`src/design/nfhc_pkg.sv`:
```
// Overview of operation
// - every written byte is latched on the write strobe's rising edge, and the host holds it steady around it.
// - the device is selected only while chip select is low; while busy it takes only reset and status commands.
// - after power-on the host issues the reset command before any other command.
// - commands, addresses and data share one 8-bit two-way bus, told apart by the latch strobes.
// - an address is five bus cycles, two column then three row, page bits before block bits.
package nfhc_pkg;
  localparam int unsigned CLK_MHZ = 40;
  localparam int unsigned STROBE_NS = 50;
  localparam int unsigned STROBE_CYC = (STROBE_NS * CLK_MHZ + 999) / 1000;
  localparam int unsigned DIV_W = 4;
  // register offsets (byte addresses)
  localparam logic [7:0] REG_CTRL = 8'h00;
  localparam logic [7:0] REG_OP = 8'h04;
  localparam logic [7:0] REG_STAT = 8'h08;
  localparam logic [7:0] REG_RXD = 8'h0c;
  // control fields
  localparam int unsigned CTRL_WPN = 0;
  localparam int unsigned CTRL_VPE = 1;
  localparam int unsigned CTRL_CE = 2;
  localparam logic [2:0] CTRL_RST = 3'h0;
  // op register: kind in [9:8], byte in [7:0]
  localparam int unsigned OP_KIND_LSB = 8;
  localparam logic [1:0] OP_CMD = 2'h0;
  localparam logic [1:0] OP_ADDR = 2'h1;
  localparam logic [1:0] OP_DATA = 2'h2;
  localparam logic [1:0] OP_READ = 2'h3;
  // status fields
  localparam int unsigned ST_BUSY = 0;
  localparam int unsigned ST_RDY = 1;
  localparam int unsigned ST_RXV = 2;
  localparam int unsigned ST_RSTD = 3;
  localparam int unsigned ST_ERR = 4;
  localparam int unsigned ST_ACNT = 8;
  localparam int unsigned ST_RCNT = 16;
  // device commands
  localparam logic [7:0] CMD_RESET = 8'hff;
  localparam logic [7:0] CMD_STATUS = 8'h70;
  localparam logic [7:0] CMD_STATUS_ENH = 8'h78;
  // device geometry
  localparam int unsigned ADDR_CYCLES = 5;
  localparam int unsigned COL_CYCLES = 2;
  localparam int unsigned PLANE_SEL_BIT = 0;
  localparam int unsigned PAGE_MAIN = 2048;
  localparam int unsigned PAGE_SPARE = 128;
  localparam int unsigned BLOCK_PAGES = 64;
  localparam int unsigned PLANE_BLOCKS = 2048;
  typedef enum logic [2:0] {NF_IDLE, NF_WAIT, NF_SETUP, NF_HOLD, NF_RLOW, NF_RHIGH} nfhc_state_e;
endpackage
```
`src/design/nfhc_host.sv`:
```
`timescale 1ns/1ps
`default_nettype none
module nfhc_host
  import nfhc_pkg::*;
#(
  parameter int unsigned DATA_W = 8,
  parameter int unsigned BUF_DEPTH = 2
)(
  input wire logic core_clk_i,
  input wire logic rst_n_i,
  input wire logic wb_cyc_i,
  input wire logic wb_stb_i,
  input wire logic wb_we_i,
  input wire logic [7:0] wb_adr_i,
  input wire logic [3:0] wb_sel_i,
  input wire logic [31:0] wb_dat_i,
  output logic [31:0] wb_dat_o,
  output logic wb_ack_o,
  output logic cle_o,
  output logic ale_o,
  output logic chip_sel_n_o,
  output logic write_strobe_n_o,
  output logic read_strobe_n_o,
  output logic write_protect_n_o,
  output logic volatile_protect_input_o,
  input wire logic [DATA_W-1:0] shared_bus_lines_i,
  output logic [DATA_W-1:0] shared_bus_lines_o,
  output logic shared_bus_lines_oe_o,
  input wire logic ready_i,
  input wire logic supply_low_i
);
  // ----------------------------------------------------------------
  // strobe phase divider
  // ----------------------------------------------------------------
  logic [DIV_W-1:0] div_q, div_d;
  logic tick;
  assign tick = (div_q == DIV_W'(STROBE_CYC - 1));
  always_comb
  begin
    div_d = tick ? '0 : div_q + 1'b1;
  end
  always_ff @(posedge core_clk_i or negedge rst_n_i)
  begin
    if (!rst_n_i) div_q <= '0;
    else div_q <= div_d;
  end

  // ----------------------------------------------------------------
  // read buffer
  // ----------------------------------------------------------------
  logic [DATA_W-1:0] buf_mem_q [BUF_DEPTH];
  logic [DATA_W-1:0] buf_mem_d [BUF_DEPTH];
  logic [1:0] buf_cnt_q, buf_cnt_d;
  logic buf_wp_q, buf_wp_d, buf_rp_q, buf_rp_d;
  logic push, pop, buf_in_ready, buf_out_valid;
  assign buf_in_ready = (buf_cnt_q != 2'(BUF_DEPTH));
  assign buf_out_valid = (buf_cnt_q != 2'h0);
  always_comb
  begin
    buf_mem_d = buf_mem_q;
    buf_wp_d = buf_wp_q;
    buf_rp_d = buf_rp_q;
    if (push)
    begin
      buf_mem_d[buf_wp_q] = shared_bus_lines_i;
      buf_wp_d = ~buf_wp_q;
    end
    if (pop) buf_rp_d = ~buf_rp_q;
    buf_cnt_d = buf_cnt_q + 2'(push) - 2'(pop);
  end
  always_ff @(posedge core_clk_i or negedge rst_n_i)
  begin
    if (!rst_n_i)
    begin
      for (int i = 0; i < BUF_DEPTH; i++) buf_mem_q[i] <= '0;
      buf_cnt_q <= '0;
      buf_wp_q <= 1'b0;
      buf_rp_q <= 1'b0;
    end
    else
    begin
      buf_mem_q <= buf_mem_d;
      buf_cnt_q <= buf_cnt_d;
      buf_wp_q <= buf_wp_d;
      buf_rp_q <= buf_rp_d;
    end
  end

  // ----------------------------------------------------------------
  // wishbone slave and control registers
  // ----------------------------------------------------------------
  logic [2:0] ctrl_q, ctrl_d;
  logic ack_q, ack_d;
  logic [31:0] rdat_q, rdat_d;
  logic rst_seen_q, rst_seen_d, err_q, err_d;
  logic [2:0] acnt_q, acnt_d;
  logic [11:0] rcnt_q, rcnt_d;
  logic req, op_wr, op_take, op_refuse;
  logic [1:0] op_kind;
  logic [7:0] op_byte;
  nfhc_state_e st_q, st_d;
  assign req = wb_cyc_i && wb_stb_i && !ack_q;
  assign op_wr = req && wb_we_i && (wb_adr_i == REG_OP) && wb_sel_i[0] && wb_sel_i[1];
  assign op_kind = wb_dat_i[OP_KIND_LSB +: 2];
  assign op_byte = wb_dat_i[7:0];
  // commands other than reset are dropped until reset has been sent
  assign op_refuse = supply_low_i || (op_kind == OP_CMD && !rst_seen_q && op_byte != CMD_RESET);
  assign op_take = op_wr && (st_q == NF_IDLE) && !op_refuse;
  assign pop = req && !wb_we_i && (wb_adr_i == REG_RXD) && buf_out_valid;
  always_comb
  begin
    ctrl_d = ctrl_q;
    err_d = err_q;
    rst_seen_d = rst_seen_q;
    acnt_d = acnt_q;
    rcnt_d = rcnt_q;
    rdat_d = '0;
    // op writes wait for the engine, so the master is stalled
    ack_d = req && !(op_wr && st_q != NF_IDLE && !op_refuse);
    if (req && wb_we_i && wb_adr_i == REG_CTRL && wb_sel_i[0]) ctrl_d = wb_dat_i[2:0];
    if (req && wb_we_i && wb_adr_i == REG_STAT && wb_sel_i[0] && wb_dat_i[ST_ERR]) err_d = 1'b0;
    if (op_wr && op_refuse) err_d = 1'b1;
    if (op_take && op_kind == OP_CMD)
    begin
      if (op_byte == CMD_RESET) rst_seen_d = 1'b1;
      acnt_d = '0;
      rcnt_d = '0;
    end
    if (op_take && op_kind == OP_ADDR && acnt_q != 3'(ADDR_CYCLES)) acnt_d = acnt_q + 1'b1;
    if (push) rcnt_d = rcnt_q + 1'b1;
    if (req && !wb_we_i)
    begin
      case (wb_adr_i)
        REG_CTRL: rdat_d = {29'h0, ctrl_q};
        REG_STAT: rdat_d = {4'h0, rcnt_q, 5'h0, acnt_q, 3'h0, err_q, rst_seen_q,
                            buf_out_valid, ready_i, st_q != NF_IDLE};
        REG_RXD: rdat_d = {23'h0, buf_out_valid, buf_out_valid ? buf_mem_q[buf_rp_q] : 8'h00};
        default: rdat_d = '0;
      endcase
    end
  end
  always_ff @(posedge core_clk_i or negedge rst_n_i)
  begin
    if (!rst_n_i)
    begin
      ctrl_q <= CTRL_RST;
      ack_q <= 1'b0;
      rdat_q <= '0;
      err_q <= 1'b0;
      rst_seen_q <= 1'b0;
      acnt_q <= '0;
      rcnt_q <= '0;
    end
    else
    begin
      ctrl_q <= ctrl_d;
      ack_q <= ack_d;
      rdat_q <= rdat_d;
      err_q <= err_d;
      rst_seen_q <= rst_seen_d;
      acnt_q <= acnt_d;
      rcnt_q <= rcnt_d;
    end
  end
  assign wb_ack_o = ack_q;
  assign wb_dat_o = rdat_q;
  assign write_protect_n_o = ctrl_q[CTRL_WPN];
  // must be set before the device powers up to take effect
  assign volatile_protect_input_o = ctrl_q[CTRL_VPE];

  // ----------------------------------------------------------------
  // pin sequencer
  // ----------------------------------------------------------------
  logic [1:0] kind_q, kind_d;
  logic [7:0] byte_q, byte_d;
  logic need_rdy, go;
  logic cle_q, cle_d, ale_q, ale_d, we_n_q, we_n_d, re_n_q, re_n_d, oe_q, oe_d, ce_n_q, ce_n_d;
  logic [DATA_W-1:0] dout_q, dout_d;
  // only reads, status and reset may go out while the device is busy
  assign need_rdy = !(kind_q == OP_READ || (kind_q == OP_CMD &&
                      (byte_q == CMD_RESET || byte_q == CMD_STATUS || byte_q == CMD_STATUS_ENH)));
  assign go = tick && (!need_rdy || ready_i) && (kind_q != OP_READ || buf_in_ready);
  assign push = (st_q == NF_RLOW) && tick;
  always_comb
  begin
    st_d = st_q;
    kind_d = kind_q;
    byte_d = byte_q;
    case (st_q)
      NF_IDLE:
        if (op_take)
        begin
          kind_d = op_kind;
          byte_d = op_byte;
          st_d = NF_WAIT;
        end
      NF_WAIT: if (go) st_d = (kind_q == OP_READ) ? NF_RLOW : NF_SETUP;
      NF_SETUP: if (tick) st_d = NF_HOLD;
      NF_HOLD: if (tick) st_d = NF_IDLE;
      NF_RLOW: if (tick) st_d = NF_RHIGH;
      NF_RHIGH: if (tick) st_d = NF_IDLE;
      default: st_d = NF_IDLE;
    endcase
    ce_n_d = !(ctrl_q[CTRL_CE] || st_d != NF_IDLE);
    we_n_d = (st_d != NF_SETUP);
    re_n_d = (st_d != NF_RLOW);
    oe_d = (st_d == NF_SETUP || st_d == NF_HOLD);
    cle_d = oe_d && kind_d == OP_CMD;
    ale_d = oe_d && kind_d == OP_ADDR;
    dout_d = oe_d ? byte_d : dout_q;
  end
  always_ff @(posedge core_clk_i or negedge rst_n_i)
  begin
    if (!rst_n_i)
    begin
      st_q <= NF_IDLE;
      kind_q <= OP_CMD;
      byte_q <= '0;
      ce_n_q <= 1'b1;
      we_n_q <= 1'b1;
      re_n_q <= 1'b1;
      oe_q <= 1'b0;
      cle_q <= 1'b0;
      ale_q <= 1'b0;
      dout_q <= '0;
    end
    else
    begin
      st_q <= st_d;
      kind_q <= kind_d;
      byte_q <= byte_d;
      ce_n_q <= ce_n_d;
      we_n_q <= we_n_d;
      re_n_q <= re_n_d;
      oe_q <= oe_d;
      cle_q <= cle_d;
      ale_q <= ale_d;
      dout_q <= dout_d;
    end
  end
  assign cle_o = cle_q;
  assign ale_o = ale_q;
  assign chip_sel_n_o = ce_n_q;
  assign write_strobe_n_o = we_n_q;
  assign read_strobe_n_o = re_n_q;
  assign shared_bus_lines_o = dout_q;
  assign shared_bus_lines_oe_o = oe_q;
endmodule
`default_nettype wire

```
`config.mk`:
```
export PLATFORM = sky130hd
export DESIGN_NAME = nfhc_host
export DESIGN_NICKNAME = d
export VERILOG_FILES = /design/src/design/nfhc_pkg.sv /design/src/design/nfhc_host.sv
export SDC_FILE = /design/constraint.sdc
export NUM_CORES = 1
export LEC_CHECK = 0
export BUFFER_PORTS_ARGS = -buffer_cell sky130_fd_sc_hd__buf_2
export CAP_MARGIN = 5
export CORE_MARGIN = 2
export CORE_UTILIZATION = 40
export CTS_CLUSTER_DIAMETER = 50
export DETAILED_ROUTE_END_ITERATION = 12
export GPL_TIMING_DRIVEN = 0
export HOLD_SLACK_MARGIN = 0.1
export PLACE_DENSITY = 0.73
export SYNTH_ARGS = -nofsm -noshare
export SYNTH_HDL_FRONTEND = slang
export SYNTH_SLANG_ARGS = --single-unit
```
`constraint.sdc`:
```
create_clock -name core_clk_i -period 2.9 [get_ports core_clk_i]
set_input_delay 0.58 -clock core_clk_i [delete_from_list [all_inputs] [get_ports core_clk_i]]
set_output_delay 0.58 -clock core_clk_i [all_outputs]
set_load 0.1 [all_outputs]
```
* Word-level counts from Yosys, hierarchy flattened
Cells that the tools add are included.
** Storage, ports and cells
- Register bits :: 104
- Bits of input ports :: 59
- Output and inout port bits :: 49
- Word-level logic and storage cells :: 145
** Cells by class
- Add/sub/neg operators :: 5
- Order comparisons :: 3
- Eq/ne operators :: 24
- Muxes and demuxes :: 27
- Bitwise gates (word level) :: 4
- Reduce and logical (&&, ||, !) cells :: 59
** Operators with widths (count)
- $pmux W28 S3 :: 1
- $mux W8 :: 7
- $logic_and A1 B1 Y1 :: 32
- $mux W28 :: 1
- $mux W12 :: 2
- $mux W3 :: 8
- $bwmux W16 :: 1
- $eq A8 B4 Y1 const B :: 2
- $eq A8 B7 Y1 const B :: 2
- $eq A8 B8 Y1 const B :: 2
- $pmux W3 S5 :: 1
- $add A12 B1 Y12 const B :: 1
- $eq A3 B2 Y1 const B :: 4
- $demux W8 S1 :: 1
- $eq A8 B3 Y1 const B :: 1
- $logic_not A8 Y1 :: 1
- $logic_or A1 B1 Y1 :: 8
- $ne A8 B8 Y1 const B :: 1
- $reduce_bool A2 Y1 :: 4
- $eq A3 B3 Y1 const B :: 2
- $logic_not A1 Y1 :: 6
- $logic_not A2 Y1 :: 3
- $ne A3 B3 Y1 const B :: 2
- $reduce_bool A3 Y1 :: 2
- other kinds (20) :: 27

* Depth between registers and ports, before layout
- Word-level depth :: 13
- Depth in mapped cells :: 10
- Depth with buffers taken out :: 9

* Worst setup path before layout
OpenSTA, ideal clock, no wires.
- Path kind :: register to register
- From :: register ack_q, in the netlist wb_ack_o
- To :: register dout_q[0], in the netlist shared_bus_lines_o[0]
- Library setup time :: 0.126 ns
- Arrival time :: 2.696 ns
- Data required time :: 2.774 ns
- Slack :: 0.078 ns
- Stages on the path, launching flop included :: 7
- Clock period less this slack :: 2.822 ns
- Cell sequence :: dfrtp_1 > nand3b_1 > or3_4 > or4_4 > buf_6 > mux2_4 > mux2_4
** RTL lines
- start: declaration :: RTL line nfhc_host.sv:93 : logic ack_q, ack_d;
- start signal: assignment :: RTL line nfhc_host.sv:157 : ack_q <= ack_d;
- $logic_not A1 Y1 :: RTL line nfhc_host.sv:102 : assign req = wb_cyc_i && wb_stb_i && !ack_q;
- $logic_and A1 B1 Y1 :: RTL line nfhc_host.sv:102
- $logic_and A1 B1 Y1 (4 in a row) :: RTL line nfhc_host.sv:103 : assign op_wr = req && wb_we_i && (wb_adr_i == REG_OP) && wb_sel_i[0] && wb_sel_i[1];
- $logic_and A1 B1 Y1 (2 in a row) :: RTL line nfhc_host.sv:108 : assign op_take = op_wr && (st_q == NF_IDLE) && !op_refuse;
- $mux W8 :: RTL line nfhc_host.sv:191 : if (op_take)
- $mux W8 :: RTL line nfhc_host.sv:189 : case (st_q)
- named net byte_d[0] :: RTL line nfhc_host.sv:175 : logic [7:0] byte_q, byte_d;
- end signal: assignment :: RTL line nfhc_host.sv:238 : dout_q <= dout_d;
- end: declaration :: RTL line nfhc_host.sv:178 : logic [DATA_W-1:0] dout_q, dout_d;
The timed path passes the listed nets, and every way through them passes these cells.
A chain may end at the register's enable or synchronous reset.

* Worst setup path after layout
- From :: register div_q[1]
- To :: register buf_cnt_q[1]
** Between the ends
- Cells in the longest elaborated chain, start to end :: 4
** RTL lines
- start: declaration :: RTL line nfhc_host.sv:35 : logic [DIV_W-1:0] div_q, div_d;
- start signal: assignment :: RTL line nfhc_host.sv:45 : else div_q <= div_d;
- $eq A4 B1 Y1 :: RTL line nfhc_host.sv:37 : assign tick = (div_q == DIV_W'(STROBE_CYC - 1));
- $logic_and A1 B1 Y1 :: RTL line nfhc_host.sv:183 : assign push = (st_q == NF_RLOW) && tick;
- $add A2 B1 Y2 :: RTL line nfhc_host.sv:69 : buf_cnt_d = buf_cnt_q + 2'(push) - 2'(pop);
- $sub A2 B1 Y2 :: RTL line nfhc_host.sv:69
- named net buf_cnt_d[1] :: RTL line nfhc_host.sv:53 : logic [1:0] buf_cnt_q, buf_cnt_d;
- end signal: assignment :: RTL line nfhc_host.sv:83 : buf_cnt_q <= buf_cnt_d;
- end: declaration :: RTL line nfhc_host.sv:53
The timed path passes the listed nets, and every way through them passes these cells.

==> out/metrics.cfg <==
[status]
status=completed

[drt]
drt_wl_total_um=9122
drc=0
viasPerCell=5.166
drt_iter0_drc=171
dr.pass1.iters=4
detail-route-antenna-nets=0
vias=3074
avgRoutedWirePerCell_um=15.33

[floorplanning]
io_pins=108
die-area_um2=11530
rows=37
chipWidth_um=107.4
core_um2=10370
initial_core_util=0.4120
die_h_um=107.4

[sta]
min_period_ns=2.685
final-max-slew-violation-count=0
fin_crit_sh=0.9258
final-setup-viol-count=0
clock_skew_ns=0.01020
hold_viol_final=0
fmax_mhz=372.5
tightest_slew_ns=0.7650
rsz0062_at_grt=no
slew_headroom=0.4881
worst_slack_ns=0.2153

[global_routing]
grt_pass1_vias=3077
grt_max_degree=75
antenna_found_initial=0
grt_pass1_wl_um=14900
grtUsageTotal=0.1647
overflow=0

[layout]
area_growth_pct=19.36
ff_latch_area_um2=2381
fin_nets=518
multiInputGateArea_um2=1748
antenna_cells=0
final_layout_size_suffix_gt1_frac=0.3333
fillers=931

[logic_synthesis]
synthCells=362
syn_area_um2=4273
yosysWarnings=0
synthDistinctLibCells=51
async_flop_share=1.000
yosys_most_used_dff=dfrtp_1
synth-edff-count=0
seq_area_frac_synth=0.5572
avgSynthCellArea_um2=11.80
yosys_register_bits=95

[clock_network]
htreeDepth=3
cts_buffer_depth=2
cts_tree=yes
cts_sinks=95
cts_made_buffers=9
cts_root_buffer=clkbuf_8
worstSkewPairLatency_ns=0.37
path_clk_slew_ns=0.10
cts_setup_buffers=0

[critical_path]
arrival_ns=2.98
critPathKind=reg -> reg
crit_chain=nor4b_2 -> and3_1 -> clkbuf_1 -> inv_1 -> clkbuf_2 -> ha_1 -> inv_1 -> ha_1 -> xnor2_1 -> xnor2_1
end_kind=flop
setup.worst_path.start_class=flop
ff2ff_path_depth=10
crit_required_ns=3.19
slowest_delay_ns=0.44
crit_slowest_cell=dfrtp_1
crit_fanout=10

[power_and_ir_drop]
p_leak_nw=2.573
power.density_nw_per_um2=571.2
irDropWorstVdd_uv=529.0
finalPower_mw=2.913

[placement]
dp_hpwl_um=6506
place_congestion=0.7734
place_worst_setup_slack_ns=-0.2984
port_buffers=71

[worst_hold_path]
hp-class=in -> reg
holdPathStages=2

[run]
maxCapViolCount=0

-- cells in the mapped netlist (2+ instances only) --
cell | count | area (um^2)
a21boi_0 | 2 | 15.01
and3_1 | 20 | 125.1
o21ai_0 | 6 | 30.03
nand2_1 | 19 | 71.32
mux2_4 | 16 | 240.2
nand3_1 | 3 | 15.01
buf_4 | 9 | 67.56
nand2b_1 | 2 | 12.51
nor2_1 | 34 | 127.6
and2_1 | 2 | 12.51
nor4_1 | 4 | 25.02
a21oi_1 | 17 | 85.08
inv_1 | 13 | 48.80
o211ai_1 | 4 | 30.03
ha_1 | 5 | 62.56
mux2i_1 | 11 | 110.1
a31oi_1 | 6 | 37.54
or3_1 | 5 | 31.28
clkbuf_1 | 8 | 30.03
buf_6 | 2 | 22.52
buf_1 | 2 | 7.510
dfstp_2 | 3 | 78.83
dfrtp_1 | 92 | 2302
nor3b_1 | 3 | 22.52
nor3_1 | 2 | 10.01
mux2_2 | 22 | 247.7
nand4_1 | 8 | 50.05
buf_2 | 3 | 15.01
o21a_1 | 6 | 45.04
a41o_1 | 2 | 20.02
xnor2_1 | 6 | 52.55
nand3b_1 | 6 | 45.04
-- layer usage --
metal	vias up	track usage	share of wire
met5	-	0	0
met2	67	0.2835	0.52
li1	1444	-	-
met3	12	0.02663	0.038
met1	1551	0.2065	0.43
met4	0	0.06685	0.015
-- per-stage QoR --
stage | std cells | hold WS, ns | setup TNS (ns) | utilization | cell area [um^2]
2_1_floorplan | 370 | 0.2844 | 0 | - | 4303
3_3_place_gp | 577 | 0.4726 | -1.667 | 0.4656 | 4828
3_5_place_dp | 578 | 0.4730 | -1.887 | 0.4685 | 4858
4_1_cts | 595 | 0.4415 | 0 | 0.4906 | 5087
5_1_grt | 595 | 0.4484 | 0 | 0.4918 | 5100
6_report | 595 | 0.4515 | 0 | 0.4918 | 5100
-- worst paths after layout --
path | start | endpoint | slack, ns
hold / removal | shared_bus_lines_i[1] | buf_mem_q[1]$_DFFE_PN0P_ | 0.45
setup / recovery | div_q[1]$_DFF_PN0_ | buf_cnt_q[1]$_DFF_PN0_ | 0.22
hold reg to reg | ctrl_q[2]$_DFFE_PN0P_ | chip_sel_n_o$_DFF_PN1_ | 0.49
max in group asynchronous | rst_n_i | write_strobe_n_o$_DFF_PN1_ | 1.59
setup reg to reg | div_q[1]$_DFF_PN0_ | buf_cnt_q[1]$_DFF_PN0_ | 0.22
min in group asynchronous | rst_n_i | wb_dat_o[23]$_DFF_PN0_ | 0.64
-- state kept, by name, indices dropped and copies added (netlist names), 2 cells and up --
register / cells
wb_dat_o: 23
buf_mem_q: 16
rcnt_q: 12
byte_q: 8
shared_bus_lines_o: 8
div_q: 4
acnt_q: 3
ctrl_q: 3
st_q: 3
buf_cnt_q: 2
kind_q: 2
-- critical path, delay by kind of cell (launching register included) --
kind                       cells  cell delay, ns
xor gates and xnor gates       2            0.31
DFF                            1            0.44
buffers and inverters          4            0.73
and+or+nand+nor                2            0.64
adders and majority gates      2            0.49
-- report_power, final --
group          total, mW  switching [mW]  internal, mW
Sequential          1.41          0.0261          1.38
Combinational      0.576           0.429         0.147
Clock              0.931           0.495         0.436
-- logic make-up after synthesis --
| kind of cell | Yosys count | share of synthesized area |
|---|---|---|
| AOI/OAI and AO/OA | 53 | 0.08287 |
| DFF | 95 | 0.5572 |
| buffers and inverters | 37 | 0.04480 |
| other | 1 | 0.0008776 |
| adders and majority gates | 5 | 0.01464 |
| xor gates and xnor gates | 6 | 0.01230 |
| muxes | 49 | 0.1400 |
| and+or+nand+nor | 116 | 0.1473 |
-- final cells by class --
class	count	area share
timing repair buffer	73	0.07753
sequential	95	0.4669
tap	136	0.03337
inverter	13	0.009568
clock buffer	10	0.02699
buffer	24	0.02821
clock inverter	6	0.01472
multi-input combinational	238	0.3427
-- placed cells by master (no fill, tap or decap), types with 9 or more instances in the layout --
cell type / synthesis / layout
nand2_1: 19 / 19
buf_2: 3 / 73
inv_1: 13 / 13
nor2_1: 34 / 34
a21oi_1: 17 / 17
mux2i_1: 11 / 11
conb_1: 1 / 9
and3_1: 20 / 20
dfrtp_1: 92 / 92
mux2_2: 22 / 22
mux2_4: 16 / 16
clkbuf_8: 0 / 10
buf_4: 9 / 10
-- timing repair --
| action | 4_1_cts | 5_1_grt |
|---|---|---|
| resized for setup | 1 | 3 |
| hold buffers | 1 | 0 |
| setup endpoints to repair | 1 | 3 |
| hold endpoints to repair | 4 | 0 |
Note: power is estimated with default switching activity, not from simulation.
